`src/axis_pkg.sv`:
```
// Purpose: Shared constants and types for the single-axis JOG / restore / stop block
// Assumes: 100 MHz pclk, 32-bit APB data, one aligned word per register
// Notes: All offsets are byte addresses; status codes are 16-bit two's complement
package axis_pkg;
	// Clock and time base
	localparam int unsigned CLK_HZ = 100_000_000;
	localparam int unsigned CLK_PERIOD_NS = 10;
	localparam int unsigned MS_NS = 1_000_000;
	localparam int unsigned CYC_PER_MS = MS_NS / CLK_PERIOD_NS;
	localparam int unsigned ABS_TIMEOUT_MS = 100;
	localparam int unsigned ABS_TIMEOUT_CYC = ABS_TIMEOUT_MS * CYC_PER_MS;
	// Data limits
	localparam logic [31:0] JOG_SPEED_MAX = 32'h00030D40;
	localparam logic [15:0] RAMP_MS_MAX = 16'h7FFF;
	localparam logic [31:0] SPEED_LIMIT_RST = 32'h00030D40;
	localparam logic [3:0] ABS_LAST_XFER = 4'hF;
	// Register offsets
	localparam logic [7:0] OFS_CTRL = 8'h00;
	localparam logic [7:0] OFS_JOG_SPEED = 8'h04;
	localparam logic [7:0] OFS_JOG_ACC = 8'h08;
	localparam logic [7:0] OFS_JOG_DEC = 8'h0C;
	localparam logic [7:0] OFS_FLAGS = 8'h10;
	localparam logic [7:0] OFS_OP_ERR_CODE = 8'h14;
	localparam logic [7:0] OFS_AXIS_ERR_CODE = 8'h18;
	localparam logic [7:0] OFS_AXIS_STATUS = 8'h1C;
	localparam logic [7:0] OFS_FEED = 8'h20;
	localparam logic [7:0] OFS_SPEED_LIMIT = 8'h24;
	localparam logic [7:0] OFS_CUR_SPEED = 8'h28;
	// Control bit positions
	localparam int CTL_ENABLE = 0;
	localparam int CTL_DIR = 1;
	localparam int CTL_JOG = 2;
	localparam int CTL_ABS = 3;
	localparam int CTL_STOP = 4;
	localparam int CTL_OPBAD = 5;
	localparam int CTL_W = 6;
	// Flag bit positions
	localparam int FLG_BUSY = 0;
	localparam int FLG_DONE = 1;
	localparam int FLG_AXERR = 2;
	localparam int FLG_OPERR = 3;
	localparam int FLG_SERVO = 4;
	// Error codes
	localparam logic [15:0] OPERR_OPERAND = 16'h1005;
	localparam logic [15:0] OPERR_NOT_USED = 16'h1014;
	localparam logic [15:0] AXERR_STOP_AT_START = 16'h044E;
	localparam logic [15:0] AXERR_DATA_RANGE = 16'h03E8;
	localparam logic [15:0] AXERR_ABS_TIMEOUT = 16'h07D0;
	// Axis operation status values
	localparam logic [15:0] ST_STANDBY = 16'h0000;
	localparam logic [15:0] ST_STOPPED = 16'h0001;
	localparam logic [15:0] ST_ERROR = 16'hFFFF;
	localparam logic [15:0] ST_JOG_RUN = 16'h0003;
	localparam logic [15:0] ST_STOP_DEC = 16'h0007;
	localparam logic [15:0] ST_JOG_DEC = 16'h0008;
	localparam logic [15:0] ST_ABS = 16'h000A;
	// Axis sequencer states
	typedef enum logic [2:0] {
		S_IDLE = 3'b000,
		S_JOG_RUN = 3'b001,
		S_JOG_DEC = 3'b010,
		S_STOP_DEC = 3'b011,
		S_ABS_REQ = 3'b100,
		S_ABS_REL = 3'b101
	} axis_state_t;
endpackage : axis_pkg

```
`src/motion_if.sv`:
```
// Purpose: Speed command path between the axis sequencer, ramp and pulse generator
// Assumes: All members are synchronous to pclk
// Notes: Speeds in pulses per second, ramp time in ms
`timescale 1ns/1ps
interface motion_if;
	logic [31:0] target; // Speed to ramp toward
	logic [31:0] ref_speed; // Full-scale speed of one ramp
	logic [15:0] ramp_ms; // Ramp time for full scale
	logic [31:0] speed; // Present output speed
	logic step; // One output pulse issued
	modport ctrl (output target, output ref_speed, output ramp_ms, input speed, input step);
	modport ramp (input target, input ref_speed, input ramp_ms, output speed);
	modport gen (input speed, output step);
endinterface : motion_if

```
`src/speed_ramp.sv`:
```
// Purpose: Linear speed ramp toward a target over a time given in ms
// Assumes: Target and ramp time held stable while a ramp runs
// Notes: At most one pulse/s of change per clock; a zero ramp time jumps to the target at once
`timescale 1ns/1ps
module speed_ramp (
	// Clock and reset
	input wire logic pclk,
	input wire logic presetn,
	// Speed path
	motion_if.ramp m
);
	logic [47:0] acc_q; // Time accumulator
	logic [47:0] acc_d;
	logic [47:0] thresh; // Ramp time in cycles
	logic [31:0] speed_q;
	logic [31:0] speed_d;
	logic tick; // One unit of speed change is due

	assign thresh = 48'(m.ramp_ms) * 48'(axis_pkg::CYC_PER_MS);
	assign tick = (acc_q + 48'(m.ref_speed)) >= thresh;
	assign m.speed = speed_q;

	// Accumulate so that full scale is crossed in ramp_ms
	always_comb begin
		acc_d = acc_q + 48'(m.ref_speed);
		speed_d = speed_q;
		if (speed_q == m.target) begin
			acc_d = '0;
		end else if (m.ramp_ms == 16'h0000) begin
			speed_d = m.target; // Zero time jumps at once
			acc_d = '0;
		end else if (tick) begin
			acc_d = acc_q + 48'(m.ref_speed) - thresh;
			speed_d = (speed_q < m.target) ? speed_q + 32'h00000001 : speed_q - 32'h00000001;
		end
	end

	// State update
	always_ff @(posedge pclk or negedge presetn) begin
		if (!presetn) begin
			acc_q <= '0;
			speed_q <= '0;
		end else begin
			acc_q <= acc_d;
			speed_q <= speed_d;
		end
	end
endmodule : speed_ramp

```
`src/pulse_gen.sv`:
```
// Purpose: Turn a speed in pulses/s into single-cycle pulses
// Assumes: Speed below the clock rate
// Notes: Phase accumulator, so pulse spacing jitters by one clock
`timescale 1ns/1ps
module pulse_gen (
	// Clock and reset
	input wire logic pclk,
	input wire logic presetn,
	// Speed path
	motion_if.gen m,
	// Pulse pin
	output logic pulse_out
);
	logic [31:0] phase_q; // Phase accumulator
	logic [31:0] phase_sum;
	logic wrap; // Phase passed one second

	assign phase_sum = phase_q + m.speed;
	assign wrap = phase_sum >= axis_pkg::CLK_HZ;
	assign m.step = pulse_out;

	// Accumulate and emit a pulse on each wrap
	always_ff @(posedge pclk or negedge presetn) begin
		if (!presetn) begin
			phase_q <= '0;
			pulse_out <= 1'b0;
		end else begin
			phase_q <= wrap ? phase_sum - axis_pkg::CLK_HZ : phase_sum;
			pulse_out <= wrap;
		end
	end
endmodule : pulse_gen

```
`src/axis_ctrl.sv`:
```
// Purpose: One positioning axis: JOG, absolute position restore and stop, APB registers
// Assumes: Servo handshake pins synchronous to pclk; APB master per AMBA
// Notes: Zero-wait APB slave; command bits are levels, starts act on rising edges
//
// The APB slave port and the register addresses were left to the implementer.
`timescale 1ns/1ps
module axis_ctrl #(
	parameter int unsigned ABS_TIMEOUT_CYC = axis_pkg::ABS_TIMEOUT_CYC
) (
	// Clock and reset
	input wire logic pclk,
	input wire logic presetn,
	// APB slave
	input wire logic psel,
	input wire logic penable,
	input wire logic pwrite,
	input wire logic [7:0] paddr,
	input wire logic [31:0] pwdata,
	output logic [31:0] prdata,
	output logic pready,
	output logic pslverr,
	// Pulse train to the amplifier
	output logic pulse_out,
	output logic dir_out,
	// Restore handshake from the amplifier
	input wire logic [1:0] abs_data_in,
	input wire logic abs_ready_in,
	// Restore handshake to the amplifier
	output logic servo_on_out,
	output logic abs_mode_out,
	output logic abs_req_out,
	// Axis flags
	output logic axis_busy_flag,
	output logic positioning_done_flag,
	output logic axis_error_flag,
	output logic operation_error_flag
);
	// Software registers
	logic [axis_pkg::CTL_W-1:0] ctrl_q; // Command and config bits
	logic [31:0] jog_speed_q; // JOG speed word pair
	logic [15:0] jog_acc_q; // JOG accel time, ms
	logic [15:0] jog_dec_q; // JOG decel time, ms
	logic [31:0] speed_limit_q; // Configured speed limit
	logic [15:0] op_err_code_q; // Operation error code
	logic [15:0] axis_err_code_q; // Axis error code
	logic [31:0] feed_q; // Current feed value
	// Flags and history
	logic busy_q;
	logic done_q;
	logic axerr_q;
	logic operr_q;
	logic stopped_q; // Last motion ended by stop
	logic dir_q; // Direction latched at start
	logic servo_q; // Servo on held after restore
	logic jog_prev_q;
	logic abs_prev_q;
	logic stop_prev_q;
	// Restore shifter
	logic [31:0] abs_shift_q;
	logic [3:0] abs_cnt_q;
	logic [31:0] timer_q; // Handshake timeout
	logic [31:0] prdata_q;
	axis_pkg::axis_state_t state_q;
	axis_pkg::axis_state_t state_d;

	motion_if m ();

	// Speed ramp and pulse generator
	speed_ramp u_ramp (
		.pclk(pclk),
		.presetn(presetn),
		.m(m.ramp)
	);
	pulse_gen u_gen (
		.pclk(pclk),
		.presetn(presetn),
		.m(m.gen),
		.pulse_out(pulse_out)
	);

	// APB decode
	wire setup_ph = psel && !penable;
	wire wr_en = psel && penable && pwrite;
	wire hit_ctrl = paddr == axis_pkg::OFS_CTRL;
	wire hit_speed = paddr == axis_pkg::OFS_JOG_SPEED;
	wire hit_acc = paddr == axis_pkg::OFS_JOG_ACC;
	wire hit_dec = paddr == axis_pkg::OFS_JOG_DEC;
	wire hit_flags = paddr == axis_pkg::OFS_FLAGS;
	wire hit_operr = paddr == axis_pkg::OFS_OP_ERR_CODE;
	wire hit_axerr = paddr == axis_pkg::OFS_AXIS_ERR_CODE;
	wire hit_status = paddr == axis_pkg::OFS_AXIS_STATUS;
	wire hit_feed = paddr == axis_pkg::OFS_FEED;
	wire hit_limit = paddr == axis_pkg::OFS_SPEED_LIMIT;
	wire hit_cur = paddr == axis_pkg::OFS_CUR_SPEED;
	wire mapped = hit_ctrl | hit_speed | hit_acc | hit_dec | hit_flags | hit_operr | hit_axerr
		| hit_status | hit_feed | hit_limit | hit_cur;
	// Write-one-to-clear of the two error flags
	wire clr_axerr = wr_en && hit_flags && pwdata[axis_pkg::FLG_AXERR];
	wire clr_operr = wr_en && hit_flags && pwdata[axis_pkg::FLG_OPERR];

	// Command edges; levels stay readable in ctrl_q
	wire enabled = ctrl_q[axis_pkg::CTL_ENABLE];
	wire stop_lvl = ctrl_q[axis_pkg::CTL_STOP];
	wire jog_lvl = ctrl_q[axis_pkg::CTL_JOG];
	wire jog_rise = jog_lvl && !jog_prev_q;
	wire abs_rise = ctrl_q[axis_pkg::CTL_ABS] && !abs_prev_q;
	wire stop_rise = stop_lvl && !stop_prev_q;
	wire idle = state_q == axis_pkg::S_IDLE;
	// A second start while busy is simply ignored
	wire start_try = (jog_rise || abs_rise) && idle;
	wire cmd_any = jog_rise || abs_rise || stop_rise;
	wire no_use = cmd_any && !enabled;
	wire bad_operand = start_try && enabled && ctrl_q[axis_pkg::CTL_OPBAD];
	wire stop_block = start_try && enabled && !ctrl_q[axis_pkg::CTL_OPBAD] && stop_lvl;
	wire time_bad = (jog_acc_q > axis_pkg::RAMP_MS_MAX) || (jog_dec_q > axis_pkg::RAMP_MS_MAX);
	wire range_bad = start_try && jog_rise && enabled && !ctrl_q[axis_pkg::CTL_OPBAD]
		&& !stop_lvl && time_bad;
	wire start_ok = start_try && enabled && !ctrl_q[axis_pkg::CTL_OPBAD] && !stop_lvl
		&& !(jog_rise && time_bad);
	wire jog_go = start_ok && jog_rise;
	wire abs_go = start_ok && !jog_rise;

	// Speed clamp: a set value above range runs at the limit
	wire [31:0] jog_speed_eff = (jog_speed_q > axis_pkg::JOG_SPEED_MAX) ? speed_limit_q : jog_speed_q;

	// Restore handshake status
	wire in_abs = (state_q == axis_pkg::S_ABS_REQ) || (state_q == axis_pkg::S_ABS_REL);
	wire abs_timeout = in_abs && (timer_q >= ABS_TIMEOUT_CYC);
	wire abs_take = (state_q == axis_pkg::S_ABS_REQ) && abs_ready_in;
	wire abs_finish = (state_q == axis_pkg::S_ABS_REL) && !abs_ready_in
		&& (abs_cnt_q == axis_pkg::ABS_LAST_XFER);
	wire ramp_zero = m.speed == 32'h00000000;
	wire stop_done = (state_q == axis_pkg::S_STOP_DEC) && ramp_zero;

	// Stop acts only while running a JOG; JOG deceleration and restore ignore it
	wire stop_act = stop_lvl && enabled && (state_q == axis_pkg::S_JOG_RUN);

	// Axis operation status as seen by software
	logic [15:0] axis_status;
	always_comb begin
		unique case (state_q)
			axis_pkg::S_IDLE: axis_status = axerr_q ? axis_pkg::ST_ERROR
				: (stopped_q ? axis_pkg::ST_STOPPED : axis_pkg::ST_STANDBY);
			axis_pkg::S_JOG_RUN: axis_status = axis_pkg::ST_JOG_RUN;
			axis_pkg::S_JOG_DEC: axis_status = axis_pkg::ST_JOG_DEC;
			axis_pkg::S_STOP_DEC: axis_status = axis_pkg::ST_STOP_DEC;
			axis_pkg::S_ABS_REQ, axis_pkg::S_ABS_REL: axis_status = axis_pkg::ST_ABS;
			default: axis_status = axis_pkg::ST_ERROR;
		endcase
	end

	// Ramp command: accelerate while running, decelerate otherwise
	assign m.target = (state_q == axis_pkg::S_JOG_RUN) ? jog_speed_eff : 32'h00000000;
	assign m.ref_speed = jog_speed_eff;
	assign m.ramp_ms = (state_q == axis_pkg::S_JOG_RUN) ? jog_acc_q : jog_dec_q;

	// Sequencer next state
	always_comb begin
		state_d = state_q;
		unique case (state_q)
			axis_pkg::S_IDLE: begin
				if (jog_go) begin
					state_d = axis_pkg::S_JOG_RUN;
				end else if (abs_go) begin
					state_d = axis_pkg::S_ABS_REQ;
				end
			end
			axis_pkg::S_JOG_RUN: begin
				if (stop_act) begin
					state_d = axis_pkg::S_STOP_DEC;
				end else if (!jog_lvl) begin
					state_d = axis_pkg::S_JOG_DEC;
				end
			end
			axis_pkg::S_JOG_DEC: begin
				if (ramp_zero) begin
					state_d = axis_pkg::S_IDLE;
				end
			end
			axis_pkg::S_STOP_DEC: begin
				if (ramp_zero) begin
					state_d = axis_pkg::S_IDLE;
				end
			end
			axis_pkg::S_ABS_REQ: begin
				if (abs_timeout) begin
					state_d = axis_pkg::S_IDLE;
				end else if (abs_ready_in) begin
					state_d = axis_pkg::S_ABS_REL;
				end
			end
			axis_pkg::S_ABS_REL: begin
				if (abs_timeout || abs_finish) begin
					state_d = axis_pkg::S_IDLE;
				end else if (!abs_ready_in) begin
					state_d = axis_pkg::S_ABS_REQ;
				end
			end
			default: state_d = axis_pkg::S_IDLE;
		endcase
	end

	// Sequencer and command history
	always_ff @(posedge pclk or negedge presetn) begin
		if (!presetn) begin
			state_q <= axis_pkg::S_IDLE;
			jog_prev_q <= 1'b0;
			abs_prev_q <= 1'b0;
			stop_prev_q <= 1'b0;
		end else begin
			state_q <= state_d;
			jog_prev_q <= jog_lvl;
			abs_prev_q <= ctrl_q[axis_pkg::CTL_ABS];
			stop_prev_q <= stop_lvl;
		end
	end

	// Busy follows the sequencer; done only on restore success
	always_ff @(posedge pclk or negedge presetn) begin
		if (!presetn) begin
			busy_q <= 1'b0;
			done_q <= 1'b0;
			stopped_q <= 1'b0;
		end else begin
			busy_q <= state_d != axis_pkg::S_IDLE;
			if (abs_finish && !abs_timeout) begin
				done_q <= 1'b1;
			end else if (start_ok) begin
				done_q <= 1'b0;
			end
			if (stop_done) begin
				stopped_q <= 1'b1;
			end else if (start_ok) begin
				stopped_q <= 1'b0;
			end
		end
	end

	// Error flags: a new error wins over a clear in the same cycle
	always_ff @(posedge pclk or negedge presetn) begin
		if (!presetn) begin
			axerr_q <= 1'b0;
			operr_q <= 1'b0;
			axis_err_code_q <= 16'h0000;
			op_err_code_q <= 16'h0000;
		end else begin
			if (stop_block) begin
				axerr_q <= 1'b1;
				axis_err_code_q <= axis_pkg::AXERR_STOP_AT_START;
			end else if (range_bad) begin
				axerr_q <= 1'b1;
				axis_err_code_q <= axis_pkg::AXERR_DATA_RANGE;
			end else if (abs_timeout) begin
				axerr_q <= 1'b1;
				axis_err_code_q <= axis_pkg::AXERR_ABS_TIMEOUT;
			end else if (clr_axerr) begin
				axerr_q <= 1'b0;
			end
			if (no_use) begin
				operr_q <= 1'b1;
				op_err_code_q <= axis_pkg::OPERR_NOT_USED;
			end else if (bad_operand) begin
				operr_q <= 1'b1;
				op_err_code_q <= axis_pkg::OPERR_OPERAND;
			end else if (clr_operr) begin
				operr_q <= 1'b0;
			end
		end
	end

	// Direction latched at start so a mid-run write cannot reverse the axis
	always_ff @(posedge pclk or negedge presetn) begin
		if (!presetn) begin
			dir_q <= 1'b0;
		end else if (jog_go) begin
			dir_q <= ctrl_q[axis_pkg::CTL_DIR];
		end
	end

	// Restore handshake: two bits per transfer, least significant pair first
	always_ff @(posedge pclk or negedge presetn) begin
		if (!presetn) begin
			abs_shift_q <= '0;
			abs_cnt_q <= 4'h0;
			timer_q <= '0;
			servo_q <= 1'b0;
		end else begin
			if (abs_go) begin
				abs_cnt_q <= 4'h0;
				servo_q <= 1'b1;
			end else if (abs_timeout) begin
				servo_q <= 1'b0;
			end else if ((state_q == axis_pkg::S_ABS_REL) && !abs_ready_in) begin
				abs_cnt_q <= abs_cnt_q + 4'h1;
			end
			if (abs_take) begin
				abs_shift_q <= {abs_data_in, abs_shift_q[31:2]};
			end
			// Timeout restarts on every handshake phase change
			timer_q <= (state_d != state_q || !in_abs) ? 32'h00000000 : timer_q + 32'h00000001;
		end
	end

	// Feed value: counts pulses, or takes the restored position
	always_ff @(posedge pclk or negedge presetn) begin
		if (!presetn) begin
			feed_q <= '0;
		end else if (abs_finish && !abs_timeout) begin
			feed_q <= abs_shift_q;
		end else if (m.step) begin
			feed_q <= dir_q ? feed_q - 32'h00000001 : feed_q + 32'h00000001;
		end
	end

	// Register writes on the access phase
	always_ff @(posedge pclk or negedge presetn) begin
		if (!presetn) begin
			ctrl_q <= '0;
			jog_speed_q <= '0;
			jog_acc_q <= 16'h0000;
			jog_dec_q <= 16'h0000;
			speed_limit_q <= axis_pkg::SPEED_LIMIT_RST;
		end else if (wr_en) begin
			if (hit_ctrl) begin
				ctrl_q <= pwdata[axis_pkg::CTL_W-1:0];
			end
			if (hit_speed) begin
				jog_speed_q <= pwdata;
			end
			if (hit_acc) begin
				jog_acc_q <= pwdata[15:0];
			end
			if (hit_dec) begin
				jog_dec_q <= pwdata[15:0];
			end
			if (hit_limit) begin
				speed_limit_q <= pwdata;
			end
		end
	end

	// Read mux, captured during setup so read data comes from a flop
	wire [31:0] flags_rd = {27'h0, servo_q, operr_q, axerr_q, done_q, busy_q};
	wire [31:0] rd_mux = hit_ctrl ? {26'h0, ctrl_q}
		: hit_speed ? jog_speed_q
		: hit_acc ? {16'h0000, jog_acc_q}
		: hit_dec ? {16'h0000, jog_dec_q}
		: hit_flags ? flags_rd
		: hit_operr ? {16'h0000, op_err_code_q}
		: hit_axerr ? {16'h0000, axis_err_code_q}
		: hit_status ? {{16{axis_status[15]}}, axis_status}
		: hit_feed ? feed_q
		: hit_limit ? speed_limit_q
		: hit_cur ? m.speed
		: 32'h00000000;

	always_ff @(posedge pclk or negedge presetn) begin
		if (!presetn) begin
			prdata_q <= '0;
		end else if (setup_ph) begin
			prdata_q <= rd_mux;
		end
	end

	// Bus answers: no wait states, error on unmapped address
	assign prdata = prdata_q;
	assign pready = 1'b1;
	assign pslverr = psel && penable && !mapped;

	// Pins and flags
	assign dir_out = dir_q;
	assign servo_on_out = servo_q;
	assign abs_mode_out = in_abs;
	assign abs_req_out = state_q == axis_pkg::S_ABS_REQ;
	assign axis_busy_flag = busy_q;
	assign positioning_done_flag = done_q;
	assign axis_error_flag = axerr_q;
	assign operation_error_flag = operr_q;
endmodule : axis_ctrl

```
`config.mk`:
```
export PLATFORM = sky130hd
export DESIGN_NAME = axis_ctrl
export DESIGN_NICKNAME = d
export VERILOG_FILES = /design/src/axis_pkg.sv /design/src/motion_if.sv /design/src/speed_ramp.sv /design/src/pulse_gen.sv /design/src/axis_ctrl.sv
export SDC_FILE = /design/constraint.sdc
export NUM_CORES = 1
export LEC_CHECK = 0
export ABC_AREA = 0
export BUFFER_PORTS_ARGS = -buffer_cell sky130_fd_sc_hd__buf_2
export CELL_PAD_IN_SITES_DETAIL_PLACEMENT = 0
export CELL_PAD_IN_SITES_GLOBAL_PLACEMENT = 1
export CORE_AREA = 2 2 256 308
export CTS_CLUSTER_DIAMETER = 100
export CTS_CLUSTER_SIZE = 20
export DETAILED_ROUTE_END_ITERATION = 12
export DIE_AREA = 0 0 258 310
export MAX_ROUTING_LAYER = met4
export PLACE_DENSITY_LB_ADDON = 0.1
export SETUP_SLACK_MARGIN = 0.05
export SLEW_MARGIN = 10
export SYNTH_ARGS = -nofsm -noshare
export SYNTH_HDL_FRONTEND = slang
export SYNTH_SLANG_ARGS = --single-unit
```
`constraint.sdc`:
```
create_clock -name pclk -period 8.46 [get_ports pclk]
set_input_delay 0.423 -clock pclk [delete_from_list [all_inputs] [get_ports pclk]]
set_output_delay 0.423 -clock pclk [all_outputs]
set_load 0.02 [all_outputs]
```
==> impl_metrics.toml, run 1 <==
[floorplan]
die_w_um = 258
initial_core_util_pct = 39.5
core_area_um2 = 77200
io-pin-count = 91
die_area_um2 = 80000
rows = 112
height_of_the_die_um = 310

[detailed_routing]
drc_errors = 0
vias_per_cell = 5.76
vias = 26200
drtPass1Iterations = 5
drtIter0Drc = 1607
drt_wl_total_mm = 104
antenna_left = 0
post_drt_wl_per_cell_um = 22.9

[synth]
yosys.area.top_type_share_pct = 29.8
synth.cells.most_frequent = "sky130_fd_sc_hd__dfrtp_1 (364), sky130_fd_sc_hd__nand2_1 (345), sky130_fd_sc_hd__ha_1 (294), sky130_fd_sc_hd__a21oi_1 (242), sky130_fd_sc_hd__inv_1 (205)"
netlist_top_cells_area = "sky130_fd_sc_hd__dfrtp_1 (30%), sky130_fd_sc_hd__ha_1 (12%), sky130_fd_sc_hd__mux2_2 (5.2%)"
synth.yosys.warnings = 0
syn-cell-area_um2 = 30500
synth_top_cell_by_area = "sky130_fd_sc_hd__dfrtp_1"
ys.flop_type = "sky130_fd_sc_hd__dfrtp_1"
postSynthRegisterBits = 370
yosysSeqAreaShare_pct = 30.3
yosysUniqueCellTypes = 101
async_reset_ff_share_pct = 100
cell_with_the_most_instances_after_synthesis = "sky130_fd_sc_hd__dfrtp_1"
syn_area_per_cell_um2 = 8.97
syn_inst = 3403
count_of_flip_flops_with_a_built_in_enable_after_synthesis = 0

[cells_and_area]
final_nets = 3885
final_cell_area_um2 = 33600
layout-area-overhead-vs-synth_pct = 10.1
layout_fillers = 7680
fraction_of_layout_cells_with_a_size_suffix_above_1_pct = 13.9
diodes = 0
fin_cells = 4548

[critical_path]
timing.critical_path.arrival_ps = 8570
critical-path-slowest-cell = "sky130_fd_sc_hd__fa_1"
crit_family = "adder cells"
timing.critical_path.required_ps = 8940
critPathKind = "flop to flop"
timing.critical_path.slowest_cell_delay_ps = 540
number_of_buffer_and_inverter_instances_along_the_worst_setup_path = 9
cp_common_cell = "sky130_fd_sc_hd__ha_1"
crit_path_start_kind = "flop"
critical_path_peak_fanout = 16
crit_end_element = "flop"

[sta]
worst_slew_pin_slew_ps = 1210
min_period_over_period_pct = 95.6
relative_slew_slack_pct = 19.1
finalSetupViolations = 0
clock-skew-final_ps = 51.6
unrepaired_setup_endpoints_after_global_routing = "false"
timing.final.max_slew_violations = 0
final_period_minus_worst_setup_slack_ps = 8090
timing.fmax_mhz = 124
hold_viol = 0
setup_total_negative_slack_ps = 0

[global_route]
first_pass_grt_wire_length_mm = 161
grt_pass1_vias = 26800
grt_antenna_before_repair = 2
grt-ovfl-total = 0
grt_usage_pct = 26.7
pin_count_of_the_biggest_net_entering_global_routing = 149

[hold_path]
worst_hold_path_type = "input port to flop"

[clock_network]
worst_setup_hold_path_clk_slew_ps = 90
cts.sink_count = 370
root_buffer = "sky130_fd_sc_hd__clkbuf_16"
clkLatencyLatePin_ps = 620
cts_max_level = 1
clock_path_buffers = 3
tritoncts = "built"
cts_made_buffers = 26

[placement]
place.gp.congestion = 0.918
placed_cells = 4486
dpl-instance-area_um2 = 32500
place.port_buffers = 89
place.detailed.hpwl_mm = 82.5

[power]
power_per_cell_area_nw_per_um2 = 344
total_leakage_power_nw = 16.5
peakVddDrop_uv = 533

[status]
status = "finished, final reports clean"

[flow_run]
cap_violations = 0
[path summary, 6_finish.rpt]
check,from,to,slack (ps),depth (start not counted)
setup / recovery,state_q[1]$_DFF_PN0_,u_ramp.m.speed[2]$_DFFE_PN0P_,370,33
hold / removal,abs_data_in[1],abs_shift_q[31]$_DFFE_PN0P_,40,2
setup reg to reg,state_q[1]$_DFF_PN0_,u_ramp.m.speed[2]$_DFFE_PN0P_,370,33
hold reg to reg,ctrl_q[3]$_DFFE_PN0P_,abs_prev_q$_DFF_PN0_,430,0
max in group asynchronous,presetn,u_ramp.acc_q[24]$_DFF_PN0_,6480,3
min in group asynchronous,presetn,timer_q[2]$_DFF_PN0_,430,2
[worst register-to-register path, delay by kind of cell, from the launching register on]
family,cells,cell delay [ps]
flops,1,410
fa+ha+maj,7,2660
buf+inv,9,1330
mux,2,610
simple gates,2,410
compound gates,11,2190
xor+xnor,2,400
[registers in the layout (all words and copies together), names as in the netlist, 3 cells and up]
| signal | flops |
|---|---|
| abs_cnt_q | 4 |
| abs_shift_q | 32 |
| axis_err_code_q | 7 |
| ctrl_q | 6 |
| feed_q | 32 |
| jog_acc_q | 16 |
| jog_dec_q | 16 |
| jog_speed_q | 32 |
| op_err_code_q | 3 |
| prdata | 32 |
| speed_limit_q | 32 |
| state_q | 3 |
| timer_q | 32 |
| u_gen.phase_q | 32 |
| u_ramp.acc_q | 48 |
| u_ramp.m.speed | 32 |
[placed cells by master, fill, tap and decap left out, types with 12 or more instances in the layout]
cell type                     n
sky130_fd_sc_hd__a211oi_1    21
sky130_fd_sc_hd__a21o_1      87
sky130_fd_sc_hd__a21oi_1    240
sky130_fd_sc_hd__a221oi_1    13
sky130_fd_sc_hd__a22oi_1     56
sky130_fd_sc_hd__a31oi_1     34
sky130_fd_sc_hd__and2_1      30
sky130_fd_sc_hd__and3_1      49
sky130_fd_sc_hd__buf_2       88
sky130_fd_sc_hd__buf_4       98
sky130_fd_sc_hd__clkbuf_16   28
sky130_fd_sc_hd__dfrtp_1    364
sky130_fd_sc_hd__fa_1        41
sky130_fd_sc_hd__ha_1       294
sky130_fd_sc_hd__inv_1      204
sky130_fd_sc_hd__mux2_2     141
sky130_fd_sc_hd__mux2_4      27
sky130_fd_sc_hd__mux2i_1     54
sky130_fd_sc_hd__nand2_1    344
sky130_fd_sc_hd__nand2b_1    39
sky130_fd_sc_hd__nand3_1    112
sky130_fd_sc_hd__nand4_1     43
sky130_fd_sc_hd__nor2_1     184
sky130_fd_sc_hd__nor2b_1     33
sky130_fd_sc_hd__nor3_1      61
sky130_fd_sc_hd__nor4_1      20
sky130_fd_sc_hd__o211ai_1    26
sky130_fd_sc_hd__o21a_1      26
sky130_fd_sc_hd__o21ai_0    192
sky130_fd_sc_hd__o21bai_1    30
sky130_fd_sc_hd__o31ai_1     12
sky130_fd_sc_hd__or3_1       15
sky130_fd_sc_hd__xnor2_1    133
sky130_fd_sc_hd__xor2_1      86
[layout make-up]
class                      instances  area (um^2)  area share (%)
sequential                       370         9270            27.6
inverter                         207          777            2.31
clock inverter                    10          108           0.320
tap                             1026         1280            3.82
multi-input combinational       2699        20100            59.7
timing repair buffer             198         1380            4.10
clock buffer                      38          717            2.13
[where the power goes]
| part | internal [mW] | switching, mW | leakage (nW) |
|---|---|---|---|
| clock | 0.615 | 0.738 | 0.396 |
| sequential | 2.06 | 0.345 | 4.88 |
| combinational | 3.25 | 4.57 | 11.2 |
| total | 5.93 | 5.65 | 16.5 |
[cell families after synthesis]
group | share of synthesized area (%)
other | 0.0246
adders and majority gates | 14.7
xor gates and xnor gates | 6.33
buffers and inverters | 4.45
and+or+nand+nor | 15.7
DFF | 30.3
AOI/OAI and AO/OA | 20.0
muxes | 8.49
[stage by stage]
step	setup slack [ps]	power, mW	util, %	hold WS, ps
global route	0.930	12.5	43.5	18.8
finish	372	11.6	43.5	37.7
detailed placement	88.6	10.0	42.1	411
floorplan	121	7.73	-	127
CTS	51.1	11.4	43.2	11.9
global placement	79.5	9.94	42.1	406
[repair_timing]
action,CTS,global route
resized for setup,0,29
hold endpoints to repair,93,0
hold buffers,2,0
endpoints found under the setup margin,0,75
setup buffers,0,11
[routing by layer]
layer	vias to the layer above	part of all wire (%)	GRT usage, %
met4	0	2.9	7.04
li1	12500	-	-
met2	509	51	47.3
met1	13000	44	32.8
met3	136	3.0	1.90
met5	-	0	-
(Power assumes the default switching activity.)
==> run 2, diff against run 1 <==
--- a/config.mk
+++ b/config.mk
@@ -7,5 +7,4 @@
 export LEC_CHECK = 0
 export ABC_AREA = 0
-export BUFFER_PORTS_ARGS = -buffer_cell sky130_fd_sc_hd__buf_2
 export CELL_PAD_IN_SITES_DETAIL_PLACEMENT = 0
 export CELL_PAD_IN_SITES_GLOBAL_PLACEMENT = 1
@@ -15,4 +14,5 @@
 export DETAILED_ROUTE_END_ITERATION = 12
 export DIE_AREA = 0 0 258 310
+export DONT_BUFFER_PORTS = 1
 export MAX_ROUTING_LAYER = met4
 export PLACE_DENSITY_LB_ADDON = 0.1
==> constraint.sdc (replaced) <==
create_clock -name pclk -period 8.46 [get_ports pclk]
set_input_delay 0.423 -clock pclk [delete_from_list [all_inputs] [get_ports pclk]]
set_output_delay 0.423 -clock pclk [all_outputs]
set_load 0.01 [all_outputs]
==> run 2 against run 1 <==
Compared with the run above:
- the flow now finishes with violations (negative hold slack)
- setup slack got worse by 61 ps
- register-to-register slack got worse by 60 ps
- combinational power barely moved
- utilization rose by 0.54 points
- hold slack got worse by 540 ps
- sequential power barely moved
- clock-buffer cell count did not move
- die area did not move
- critical endpoint is now u_ramp.acc_q[37]$_DFF_PN0_
==> impl_metrics.toml, run 2 (synthesis results as in run 1) <==
[clock_network]
root_buffer = "sky130_fd_sc_hd__clkbuf_16"
cts_max_level = 1
ctsHoldBuffers = 35
cts_made_buffers = 27
tritoncts = "built"
clock_path_buffers = 3
worst_setup_hold_path_clk_slew_ps = 90
cts.sink_count = 370
clkLatencyLatePin_ps = 640

[critical_path]
timing.critical_path.slowest_cell_delay_ps = 540
crit_end_element = "flop"
crit_family = "adder cells"
crit_path_start_kind = "flop"
number_of_buffer_and_inverter_instances_along_the_worst_setup_path = 9
critPathKind = "flop to flop"
timing.critical_path.required_ps = 9010
cp_common_cell = "sky130_fd_sc_hd__inv_1"
critical_path_peak_fanout = 8
critical-path-slowest-cell = "sky130_fd_sc_hd__fa_1"
timing.critical_path.arrival_ps = 8700

[power]
power_per_cell_area_nw_per_um2 = 343
post-layout-total-power_mw = 11.7
total_leakage_power_nw = 16.4
peakVddDrop_uv = 544

[floorplan]
io-pin-count = 91
die_w_um = 258
core_area_um2 = 77200
height_of_the_die_um = 310
rows = 112
initial_core_util_pct = 39.5
die_area_um2 = 80000

[placement]
dpl-instance-area_um2 = 32100
place.detailed.hpwl_mm = 80.7
place.port_buffers = 0
placed_cells = 4407
place.gp.congestion = 0.960
pre_cts_slack_ps = -154

[status]
status = "complete, but fails checks"
violations = "negative hold slack"

[global_route]
grt_antenna_before_repair = 4
first_pass_grt_wire_length_mm = 159
grt_pass1_vias = 26600
grt-ovfl-total = 0
pin_count_of_the_biggest_net_entering_global_routing = 371
grt_usage_pct = 26.4

[sta]
worst_slew_pin_slew_ps = 1100
min_period_over_period_pct = 96.3
relative_slew_slack_pct = 26.4
clock-skew-final_ps = 49.8
timing.final.max_slew_violations = 0
timing.final.ws_setup_ps = 311
hold-worst-slack_ps = -501
finalSetupViolations = 0
hold_viol = 364
timing.fmax_mhz = 123
setup_total_negative_slack_ps = 0
final_period_minus_worst_setup_slack_ps = 8150

[detailed_routing]
drtPass1Iterations = 5
vias = 26200
antenna_left = 0
vias_per_cell = 5.79
post_drt_wl_per_cell_um = 23.0
drtIter0Drc = 1813
drc_errors = 0
drt_wl_total_mm = 104

[cells_and_area]
layout.core_utilization_pct = 44.1
most-common-layout-cells = "sky130_fd_sc_hd__dfrtp_1 (363), sky130_fd_sc_hd__nand2_1 (344), sky130_fd_sc_hd__ha_1 (283)"
layout.cells.most_common = "sky130_fd_sc_hd__dfrtp_1"
fraction_of_layout_cells_with_a_size_suffix_above_1_pct = 13.4
largest_reg_flops = 48
final_nets = 3860
fin_cells = 4529
layout-area-overhead-vs-synth_pct = 11.4
final_cell_area_um2 = 34000
largest-register = "u_ramp.acc_q"

[hold_path]
worst_hold_path_type = "input port to async pin"

[flow_run]
cap_violations = 0
[run 2: changes by cell type in the layout (fill, tap and decap cells not counted), sizes merged]
cell         previous run  this run
buf                   195       134
dlygate4sd3             2        35
diode                   0         5
clkbuf                 39        41
clkinv                  3         5
[run 2: final cells by class]
| class | instances | area [um^2] |
|---|---|---|
| Antenna cell | 5 | 12.5 |
| Clock buffer | 38 | 747 |
| Clock inverter | 12 | 135 |
| Fill cell | 7603 | 43200 |
| Inverter | 207 | 777 |
| Multi-Input combinational cell | 2699 | 20300 |
| Sequential cell | 370 | 9270 |
| Tap cell | 1026 | 1280 |
| Timing Repair Buffer | 172 | 1490 |
[run 2: what timing repair did]
| action | 4_1_cts | 5_1_grt |
|---|---|---|
| cloned | 0 | 4 |
| gates resized for setup | 7 | 70 |
| setup endpoints to repair | 69 | 75 |
| pin swaps | 0 | 29 |
| hold endpoints to repair | 478 | 370 |
| buffers inserted | 0 | 31 |
[run 2: worst paths after layout]
check	startpoint	end	slack, ps	cells after the start
worst min register to register	axis_err_code_q[6]$_DFFE_PN0P_	axis_err_code_q[6]$_DFFE_PN0P_	490	1
worst min-delay path	presetn	timer_q[6]$_DFF_PN0_	-500	0
worst max-delay path	state_q[2]$_DFF_PN0_	u_ramp.acc_q[37]$_DFF_PN0_	310	33
worst max register to register	state_q[2]$_DFF_PN0_	u_ramp.acc_q[37]$_DFF_PN0_	310	33
max in group asynchronous	presetn	u_gen.m.step$_DFF_PN0_	8110	0
min in group pclk	psel	prdata[30]$_DFFE_PN0P_	340	4
[run 2: report_power, final]
part           internal [mW]  switching [mW]  total [mW]
Sequential              2.06           0.365        2.43
Combinational           3.30            4.54        7.84
Clock                  0.647           0.762        1.41
Total                   6.01            5.66        11.7
[run 2: layer usage]
| metal | up-vias | wire length, um | global-route usage (%) | share of wire (%) |
|---|---|---|---|---|
| met3 | 193 | 3380 | 1.90 | 3.2 |
| met5 | - | 0 | - | 0 |
| met2 | 583 | 52400 | 46.5 | 50 |
| met4 | 0 | 4300 | 9.93 | 4.1 |
| met1 | 13000 | 44200 | 31.6 | 42 |
| li1 | 12500 | - | - | - |
